**src/verilog/wdt_defines.svh**
```systemverilog
// constants for the key-serviced watchdog
`ifndef WDT_DEFINES_SVH
`define WDT_DEFINES_SVH
`define WDT_KEY          8'hAC
`define WDT_READ_RUN     8'h9A
`define WDT_READ_IDLE    8'h1A
`define WDT_CNT_W        16
`define WDT_CNT_MAX      16'hFFFF
`define WDT_OSC_SYNC_W   2
`define WDT_TICK_SAT     17'h1FFFF   // shadow tick count stops here
`define WDT_OVF_TICKS    17'h0FFFF   // ticks from a clear to overflow
`define WDT_OVF_SLACK    17'h00002   // allowed overflow deviation in oscillator periods
`endif

```
**src/verilog/wdt_pkg.sv**
```systemverilog
// types for the key-serviced watchdog
package wdt_pkg;
    typedef enum logic [1:0] {
        ST_RUN     = 2'b00,
        ST_PENDING = 2'b01,
        ST_RESET   = 2'b10
    } wdt_state_e;
endpackage
```
**src/verilog/watchdog_key_reset_unit.sv**
```systemverilog
// watchdog with key register service and internal reset request
//
// Overview of operation
// - any byte written to the key register other than the service key raises an internal reset.
// - a reset-causing key access while the watchdog clock is stopped waits until the clock runs.
// - a single-bit set, clear or test access to the key register raises an internal reset.
// - a key register read returns one of two fixed patterns, never the written key.
// - the first key write after reset clears and restarts the counter whenever it comes before overflow.
// - after a clear the overflow time may deviate by at most two low-speed oscillator periods.
// - a valid clear is accepted up to and on the overflow tick, the tick at which the counter would reach all ones.
// - when counting stops for low power or a stopped clock the count is kept and resumed.
`timescale 1ns/1ps
`include "wdt_defines.svh"

module watchdog_key_reset_unit (
    input  wire logic       clk_in,
    input  wire logic       srst_in,
    input  wire logic       osc_tick_in,      // one pulse per low-speed oscillator period
    input  wire logic       osc_run_in,       // low-speed oscillator running
    input  wire logic       count_hold_in,    // low-power mode stops counting
    input  wire logic       key_wr_in,        // byte write strobe to key register
    input  wire logic       key_bit_op_in,    // single-bit manipulation strobe
    input  wire logic [7:0] key_wdata_in,
    input  wire logic       key_rd_in,
    output logic      [7:0] key_rdata_out,
    output logic            cnt_clear_out,    // pulse: counter cleared by service
    output logic            internal_rst_out  // level until srst_in
);
    wdt_pkg::wdt_state_e state;
    wdt_pkg::wdt_state_e next_state;
    logic [`WDT_CNT_W-1:0] count;
    logic [`WDT_CNT_W-1:0] next_count;
    logic                  tick_seen;
    logic                  next_tick_seen;
    logic [7:0]            next_key_rdata;
    logic                  next_cnt_clear;
    logic                  next_internal_rst;
    logic                  bad_access;
    logic                  good_access;
    logic                  overflow;
    logic [`WDT_CNT_W:0]   ticks_since_clear;  // shadow count, read by the checks only
    logic [`WDT_CNT_W:0]   next_ticks_since_clear;

    // decode key accesses; a bit op is always illegal whatever the data
    always_comb begin
        bad_access  = key_bit_op_in ||
                      (key_wr_in && key_wdata_in != `WDT_KEY);
        good_access = key_wr_in && !key_bit_op_in && key_wdata_in == `WDT_KEY;
        overflow    = osc_tick_in && osc_run_in && !count_hold_in &&
                      count == `WDT_CNT_MAX - 16'h0001;
    end

    // counter, state and outputs; clear lands on the fast clock so the error
    // stays within the oscillator granularity rather than waiting for a tick
    always_comb begin
        next_state        = state;
        next_count        = count;
        next_tick_seen    = tick_seen;
        next_cnt_clear    = 1'b0;
        next_internal_rst = internal_rst_out;
        next_key_rdata    = key_rdata_out;
        if (key_rd_in) begin
            next_key_rdata = tick_seen ? `WDT_READ_RUN : `WDT_READ_IDLE;
        end
        case (state)
            wdt_pkg::ST_RUN: begin
                if (bad_access) begin
                    if (osc_run_in) begin
                        next_state        = wdt_pkg::ST_RESET;
                        next_internal_rst = 1'b1;
                    end else begin
                        next_state = wdt_pkg::ST_PENDING;
                    end
                end else if (good_access) begin
                    // any time before overflow, first write included
                    next_count     = '0;
                    next_tick_seen = 1'b0;
                    next_cnt_clear = 1'b1;
                end else if (overflow) begin
                    next_state        = wdt_pkg::ST_RESET;
                    next_internal_rst = 1'b1;
                end else if (osc_tick_in && osc_run_in && !count_hold_in) begin
                    next_count     = count + 16'h0001;                  // held otherwise
                    next_tick_seen = 1'b1;
                end
            end
            wdt_pkg::ST_PENDING: begin
                if (osc_run_in) begin
                    next_state        = wdt_pkg::ST_RESET;
                    next_internal_rst = 1'b1;
                end
            end
            wdt_pkg::ST_RESET: begin
                next_internal_rst = 1'b1;   // held until system reset
            end
            default: begin
                next_state = wdt_pkg::ST_RUN;
            end
        endcase
    end

    // registers
    always_ff @(posedge clk_in) begin
        if (srst_in) begin
            state            <= wdt_pkg::ST_RUN;
            count            <= '0;
            tick_seen        <= 1'b0;
            key_rdata_out    <= `WDT_READ_IDLE;
            cnt_clear_out    <= 1'b0;
            internal_rst_out <= 1'b0;
        end else begin
            state            <= next_state;
            count            <= next_count;
            tick_seen        <= next_tick_seen;
            key_rdata_out    <= next_key_rdata;
            cnt_clear_out    <= next_cnt_clear;
            internal_rst_out <= next_internal_rst;
        end
    end

    // shadow count of accepted ticks since the last service or reset; kept apart
    // from the counter so the overflow time is measured, not read back from it
    always_comb begin
        next_ticks_since_clear = ticks_since_clear;
        if (state == wdt_pkg::ST_RUN && good_access) begin
            next_ticks_since_clear = '0;
        end else if (osc_tick_in && osc_run_in && !count_hold_in &&
                     ticks_since_clear != `WDT_TICK_SAT) begin
            next_ticks_since_clear = ticks_since_clear + 17'h00001;  // saturates, never wraps
        end
    end

    always_ff @(posedge clk_in) begin
        if (srst_in) begin
            ticks_since_clear <= '0;
        end else begin
            ticks_since_clear <= next_ticks_since_clear;
        end
    end
endmodule

```
**config.mk**
```make
export PLATFORM = sky130hd
export DESIGN_NAME = watchdog_key_reset_unit
export DESIGN_NICKNAME = d
export VERILOG_FILES = /design/src/verilog/wdt_pkg.sv /design/src/verilog/watchdog_key_reset_unit.sv
export VERILOG_INCLUDE_DIRS = /design/src /design/src/verilog
export SDC_FILE = /design/constraint.sdc
export NUM_CORES = 1
export LEC_CHECK = 0
export BUFFER_PORTS_ARGS = -buffer_cell sky130_fd_sc_hd__buf_2
export CORE_UTILIZATION = 55
export DETAILED_ROUTE_END_ITERATION = 8
export PLACE_DENSITY = 0.91
export SLEW_MARGIN = 15
export SYNTH_ARGS = -nofsm -noshare
export SYNTH_HDL_FRONTEND = slang
export SYNTH_SLANG_ARGS = --single-unit
export TNS_END_PERCENT = 10
```
**constraint.sdc**
```tcl
create_clock -name clk_in -period 2.6 [get_ports clk_in]
set_clock_uncertainty 0.1 [all_clocks]
set_input_delay 0.13 -clock clk_in [delete_from_list [all_inputs] [get_ports clk_in]]
set_output_delay 0.13 -clock clk_in [all_outputs]
set_load 0.1 [all_outputs]
```
Word-level counts from Yosys, hierarchy flattened
Cells that the tools add are included.
{"block": "word_totals", "reg_bits": 29, "input_bits": 16, "out_inout_bits": 10, "elab_cells": 54}
{"block": "op_classes", "addsub": 1, "eq_ne": 9, "mux": 19, "n_bitwise": 3, "reduce_logical": 16}
{"cell": "$mux W16", "count": 3}
{"cell": "$add A16 B1 Y16 const B", "count": 1}
{"cell": "$eq A16 B16 Y1 const B", "count": 1}
{"cell": "$mux W2", "count": 5}
{"cell": "$eq A8 B8 Y1 const B", "count": 1}
{"cell": "$mux W1", "count": 8}
{"cell": "$mux W8", "count": 1}
{"cell": "$ne A8 B8 Y1 const B", "count": 1}
{"cell": "$reduce_and A4 Y1", "count": 2}
{"cell": "$logic_and A1 B1 Y1", "count": 6}
{"cell": "$ne A3 B3 Y1 const B", "count": 2}
{"cell": "$pmux W2 S3", "count": 1}
{"cell": "$ne A2 B2 Y1 const B", "count": 2}
{"cell": "$not A1 Y1", "count": 3}
{"cell": "$pmux W1 S3", "count": 1}
{"cell": "$reduce_and A3 Y1", "count": 1}
{"cell": "$reduce_bool A3 Y1", "count": 1}
{"cell": "$reduce_or A3 Y1", "count": 1}
{"cell": "$eq A2 B1 Y1 const B", "count": 1}
{"cell": "$eq A2 B2 Y1 const B", "count": 1}
{"cell": "$logic_not A1 Y1", "count": 2}
{"cell": "$logic_not A2 Y1", "count": 1}
{"cell": "$reduce_bool A2 Y1", "count": 1}
{"cell": "$logic_or A1 B1 Y1", "count": 1}

Depth between registers and ports, before layout
Gate-level depths: netlist of run 1.
{"block": "logic_depth", "word_depth": 7, "depth_mapped": 8, "ltp_nobuf": 7}

Worst setup path after synthesis of run 1
No wires, ideal clock.
{"block": "synth_path", "kind": "input port to flip-flop", "from": "in key_wdata_in[6]", "to": "reg internal_rst_out", "setup_ps": 101, "arrival_time_ps": 1859, "required_ps": 2399, "slack_ps": 540, "path_stages": 6, "path_buffers": 1, "cell_sequence": "or4b_4 -> or4_4 -> buf_6 -> mux2_4 -> a211o_1 -> o41ai_1"}
{"block": "synth_via", "elab_chain_cells": 5, "elab_cells_between_ends": 10, "classes_between": "eq/ne: 4; mux: 2; reduce/logical: 4"}
{"item": "start: declaration", "line_no": "watchdog_key_reset_unit.sv:23", "source": "input wire logic [7:0] key_wdata_in,"}
{"item": "$ne A8 B8 Y1 (no line)"}
{"item": "$logic_and A1 B1 Y1 (no line)"}
{"item": "$logic_or A1 B1 Y1", "line_no": "watchdog_key_reset_unit.sv:46", "source": "bad_access = key_bit_op_in ||"}
{"item": "$ne A3 B3 Y1 (no line) / $mux W1 (equally long branches)"}
{"item": "$reduce_and A3 Y1 (no line) / $pmux W1 S3 (equally long branches)"}
{"item": "end signal: assignment", "line_no": "watchdog_key_reset_unit.sv:117", "source": "internal_rst_out <= next_internal_rst;"}
{"item": "end: declaration", "line_no": "watchdog_key_reset_unit.sv:27", "source": "output logic internal_rst_out"}
Parallel ways exist; a longest one is shown, timed or not.
A chain may end at the register's enable or synchronous reset.

Worst setup path after layout of run 1
{"block": "layout_path", "from": "reg count[6]", "to": "reg count[0]"}
{"block": "layout_via", "elab_chain_cells": 4}
{"item": "start: declaration", "line_no": "watchdog_key_reset_unit.sv:31", "source": "logic [`WDT_CNT_W-1:0] count;"}
{"item": "start signal: assignment", "line_no": "watchdog_key_reset_unit.sv:113", "source": "count <= next_count;"}
{"item": "$eq A16 B16 Y1", "line_no": "watchdog_key_reset_unit.sv:50", "source": "count == `WDT_CNT_MAX - 16'h0001;"}
{"item": "$logic_and A1 B1 Y1", "line_no": "watchdog_key_reset_unit.sv:49", "source": "overflow = osc_tick_in && osc_run_in && !count_hold_in &&"}
{"item": "$ne A2 B2 Y1 (no line)"}
{"item": "$reduce_and A4 Y1 (no line)"}
No other way between the ends.

==> summary.txt, run 1 <==
Status -> finished clean
Setup TNS -> 0 ns
Fin crit period -> 2.21 ns
Die width -> 52.7 um
Crit path launch type -> flip-flop
CP bufs+invs -> 0
Tcrit/Tclk final -> 0.850
Post-Route WL -> 3200 um
Initial antenna violation count -> 0
Via count -> 1,323
Yosys reg bits -> 22
Vias in the first global route -> 1,200
Share of cells above drive strength 1 -> 0.167
Post-synthesis sequential area ratio -> 0.311
CTS max path bufs -> 2
CP required -> 2.78 ns
Mean Syn Cell Area -> 8.09 um^2
CTS tree -> yes
Final RePlAce weighted congestion -> 0.895
Critical-path cell list -> nand4_1, or3b_2, o21ai_2, and3_1, mux2_2
CORE AREA -> 2450 um^2
Fin. Hold Viols -> 0
Netlist Area Pre-Place -> 1420 um^2
Most frequent cells in the layout -> dfxtp_1 (22), buf_2 (18), nand2_1 (16)
Port bufs -> 18
Leak Pwr -> 0.644 nW
DRC viols -> 0
First-pass iteration count of the detailed router -> 4
Post_cts resized -> 0
Unrepaired setup endpoints after global routing -> false
Ys async rst share -> 0
Synthesized instance count -> 175
Starting Density -> 0.577
NumNets Final -> 214
ANT cells -> 0
CTS Buf Count -> 3
CP Class -> reg -> reg
FF-to-FF End -> count[0]
Yosys warns -> 0
Worst min path class -> in -> reg
Cell family with most CP delay -> simple AND/OR/NAND/NOR gates
Reg2reg setup slack -> 0.39 ns
Fill cells -> 237
Max_cap viols -> 0
Antenna viol nets, final -> 0
Slowest-stage cell, CP -> or3b_2
Worst Setup EP -> count[0]
First-pass GRT wire length -> 5120 um
Area growth syn-to-layout -> 9.10%
DRT iter0 DRCs -> 24
CP max FO -> 9
FMAX -> 452 MHz
CTS Sinks -> 22
Worst skew pair latency -> 0.32 ns
Number of flops mapped to enable cells by yosys -> 0
Clock-pin slew on the worst setup and hold paths -> 0.14 ns
Max incr delay on CP -> 0.58 ns
GRT overflow -> 0
Instance count on the critical path -> 5
Critical path arrival -> 2.39 ns
DP HPWL -> 2390 um
Placed Cells -> 217
Routed WL per cell -> 14.4 um
Most common cell after layout, fill and taps aside -> dfxtp_1
Final Max Tran Viols -> 0
GR Util All Layers -> 0.250
Largest net degree at the start of global routing -> 19
Synth Flop Type -> dfxtp_1
CTS HTree Levels -> 1
Critical Path Source -> count[6]
Reg2reg path depth -> 5
Synth cell types -> 51
Peak VDD IR -> 0.000514 V
Root buffer cell -> clkbuf_4
Worst setup EP type -> flip-flop
Post-CTS Setup Inserts -> 0
R2r startpoint -> count[6]
Setup violators final -> 0
Pwr Density -> 590 nW/um^2
Die Ht -> 52.7 um
Row count -> 18
Via density -> 5.96
Die area -> 2780 um^2
Post-route insts no fill -> 222
I/O pin count -> 26
[state kept, by name, indices dropped and copies added, names as in the netlist]
name,cells
key_rdata_out,1
count,16
state,2
cnt_clear_out,1
tick_seen,1
internal_rst_out,1
[metrics by stage]
stage          utilization  total power, mW  worst slack [ns]  instance area, um^2  hold WS, ns
4_1_cts              0.629            0.912             0.396                 1550       0.0729
2_1_floorplan            -            0.604             0.540                 1440        0.182
3_5_place_dp         0.604            0.646             0.419                 1480        0.302
3_3_place_gp         0.604            0.637             0.459                 1480        0.290
5_1_grt              0.629            0.949             0.257                 1550       0.0954
6_report             0.629            0.911             0.389                 1550       0.0706
[per-layer routing]
layer,share of wire,track usage,wire length [um]
met5,0,0,0
met1,0.46,0.293,1460
met4,0.010,0.0921,33
met2,0.50,0.449,1590
met3,0.036,0.0406,116
[synth_stat cells (all sizes together), types with 2 or more instances]
cell	instances	area, um^2
a211o	2	17.5
a211oi	4	30.0
a21oi	10	50.1
a311oi	3	26.3
a31oi	2	12.5
a41oi	3	26.3
and3	5	31.3
buf	10	80.1
clkbuf	2	7.51
conb	2	7.51
dfxtp	22	440
ha	5	62.6
inv	14	52.6
mux2	2	26.3
mux2i	3	30.0
nand2	16	60.1
nand2b	5	31.3
nand3	13	65.1
nand4	2	12.5
nor2	8	30.0
nor2b	2	12.5
nor3	3	15.0
o211ai	4	30.0
o21ai	6	33.8
o41ai	2	17.5
or2	2	12.5
or3	2	12.5
or4	3	26.3
[where the power goes]
| part | total, mW | switching, mW | internal (mW) | leakage (nW) |
|---|---|---|---|---|
| Sequential | 0.361 | 0.00761 | 0.354 | 0.178 |
| Combinational | 0.282 | 0.204 | 0.0778 | 0.438 |
| Clock | 0.268 | 0.112 | 0.156 | 0.0279 |
[cell type report]
type                            instances  area [um^2]  area share
Clock buffer                            3         22.5      0.0146
Clock inverter                          1         30.0      0.0194
Inverter                               14         52.6      0.0340
Multi-Input combinational cell        132          855       0.553
Sequential cell                        22          440       0.285
Tap cell                               30         37.5      0.0243
Timing Repair Buffer                   20          108      0.0696
[worst register-to-register path, cell delays in order, from the launching register on]
cell and delay [ns]:
dfxtp_1 0.44, nand4_1 0.23, or3b_2 0.58, o21ai_2 0.35, and3_1 0.30, mux2_2 0.17
[kinds of logic after synthesis]
group                      Yosys count  synth area share
buffers and inverters               26            0.0989
AOI/OAI and AO/OA                   45             0.227
and+or+nand+nor                     69             0.268
adders and majority gates            5            0.0442
muxes                                5            0.0397
other                                2           0.00530
DFF                                 22             0.311
xor gates and xnor gates             1           0.00618
[how the worst min path moves through the flow]
stage / start / cells after the start / to / slack (ns)
3_3_place_gp: key_rd_in / 3 / key_rdata_out[7] / 0.29
2_1_floorplan: key_rd_in / 2 / key_rdata_out[7] / 0.18
6_report: srst_in / 2 / key_rdata_out[7] / 0.07
5_1_grt: srst_in / 2 / key_rdata_out[7] / 0.1
4_1_cts: srst_in / 2 / key_rdata_out[7] / 0.07
3_5_place_dp: key_rd_in / 3 / key_rdata_out[7] / 0.30
[repair_timing]
item                                    CTS  global route
hold buffers                              1             0
endpoints found under the setup margin    0             0
hold endpoints to repair                  1             0
No activity file was read; power rests on OpenSTA's default activity.
==> inputs of run 2 (changes only) <==
--- a/config.mk
+++ b/config.mk
@@ -9,8 +9,10 @@
 export BUFFER_PORTS_ARGS = -buffer_cell sky130_fd_sc_hd__buf_2
 export CORE_UTILIZATION = 55
 export DETAILED_ROUTE_END_ITERATION = 8
+export MAX_ROUTING_LAYER = met4
 export PLACE_DENSITY = 0.91
-export SLEW_MARGIN = 15
+export SKIP_CTS_REPAIR_TIMING = 1
+export SLEW_MARGIN = 20
 export SYNTH_ARGS = -nofsm -noshare
 export SYNTH_HDL_FRONTEND = slang
 export SYNTH_SLANG_ARGS = --single-unit
==> run 2 against run 1 <==
Against the previous run:
- the run now ends with negative hold slack left
- via count down 0.45%
- die area unchanged
- critical path depth unchanged
- register-to-register slack about the same
- critical path type unchanged
- largest power group unchanged
==> summary.txt, run 2 (synthesis gave the netlist of run 1 again) <==
Worst skew pair latency -> 0.32 ns
DP HPWL -> 2280 um
Final setup margin -> 0.399 ns
CTS tree -> yes
Setup violators final -> 0
DRC viols -> 0
Reg2reg setup slack -> 0.40 ns
ANT cells -> 0
GR Util All Layers -> 0.240
CP Class -> reg -> reg
Max incr delay on CP -> 0.58 ns
Post-Route WL -> 3000 um
Critical-path cell list -> nand4_1, or3b_2, o211a_1, and3_1, a211o_1
Top reg by flops -> count
First-pass GRT wire length -> 4800 um
Final Max Tran Viols -> 0
First-pass iteration count of the detailed router -> 4
Fill cells -> 237
CP max FO -> 8
Critical path arrival -> 2.31 ns
Routed WL per cell -> 13.6 um
Most frequent cells in the layout -> dfxtp_1 (22), buf_2 (18), nand2_1 (16)
Clock-pin slew on the worst setup and hold paths -> 0.13 ns
Row count -> 18
DRT iter0 DRCs -> 49
Status -> finished, violations left
Min-Delay Startpoint -> key_rd_in
Starting Density -> 0.577
Max_cap viols -> 0
CORE AREA -> 2450 um^2
Root buffer cell -> clkbuf_4
CP bufs+invs -> 0
Initial antenna violation count -> 0
Met2 global-route usage -> 0.395
Met3 GRT Util -> 0.0638
Crit path launch type -> flip-flop
Port bufs -> 18
CP required -> 2.71 ns
Tcrit/Tclk final -> 0.846
Share of cells above drive strength 1 -> 0.168
Setup TNS -> 0 ns
CTS Sinks -> 22
Largest net degree at the start of global routing -> 19
GRT overflow -> 0
Storage cell area -> 440 um^2
CTS Buf Count -> 3
CTS HTree Levels -> 1
Worst setup EP type -> flip-flop
Cell family with most CP delay -> simple AND/OR/NAND/NOR gates
Area of the multi-input gates -> 855 um^2
Fin crit period -> 2.20 ns
Failing checks -> negative hold slack
Fin. Hold Viols -> 1
Antenna viol nets, final -> 0
Via density -> 5.96
I/O pin count -> 26
GR peak layer -> met2
Die area -> 2780 um^2
Most common cell after layout, fill and taps aside -> dfxtp_1
Vias in the first global route -> 1,135
Die Ht -> 52.7 um
Worst min path class -> in -> reg
Leak Pwr -> 0.631 nW
Slowest-stage cell, CP -> or3b_2
Via count -> 1,317
Area growth syn-to-layout -> 6.80%
Met1 Use GR -> 0.284
Peak VDD IR -> 0.000585 V
Number of flip-flops under the largest register name -> 16
Final RePlAce weighted congestion -> 0.919
Pwr Density -> 529 nW/um^2
Setup WS pre-CTS -> 0.433 ns
Worst hold slack -> -0.0260 ns
FMAX -> 454 MHz
Top flop regs -> count (16), state (2)
Critical Path Source -> count[6]
Unrepaired setup endpoints after global routing -> false
NumNets Final -> 214
CTS max path bufs -> 2
R2r startpoint -> count[6]
Die width -> 52.7 um
==> run 2: area by class of cell <==
cell class	instances	share of cell area
multi-input cells	132	0.565
flip-flops and latches	22	0.291
repair buffers	20	0.0695
inverters	14	0.0347
well taps	30	0.0248
clock buffers	3	0.0149
==> run 2: path summary, 6_finish.rpt <==
check	to	depth (start not counted)
min	key_rdata_out[7]	3
min reg2reg	tick_seen	2
max reg2reg	count[13]	5
max	count[13]	5
==> run 2: tightest hold or removal path, cell delays in order <==
cell     delay, ns
buf_2         0.09
mux2i_1       0.06
nor2_1        0.07
==> run 2: power breakdown <==
part	total, mW	switching [mW]	internal, mW
clock network	0.161	0.107	0.0543
logic	0.278	0.200	0.0778
registers	0.362	0.00808	0.353
==> run 2: layer usage <==
layer  vias to the layer above  part of all wire
met3                         8             0.070
met2                        51              0.44
met4                         0             0.016
li1                        663                 -
met5                         -                 0
met1                       595              0.47
==> run 2: through the flow <==
step / hold slack (ns) / instances / util / total power, mW / instance area [um^2]
after floorplan: 0.182 / 180 / - / 0.604 / 1440
after global routing: 0.0206 / 221 / 0.616 / 0.838 / 1510
final: -0.0260 / 221 / 0.616 / 0.800 / 1510
after detailed placement: 0.304 / 218 / 0.607 / 0.644 / 1490
after global placement: 0.290 / 218 / 0.607 / 0.640 / 1490
after CTS: -0.0287 / 221 / 0.616 / 0.805 / 1510
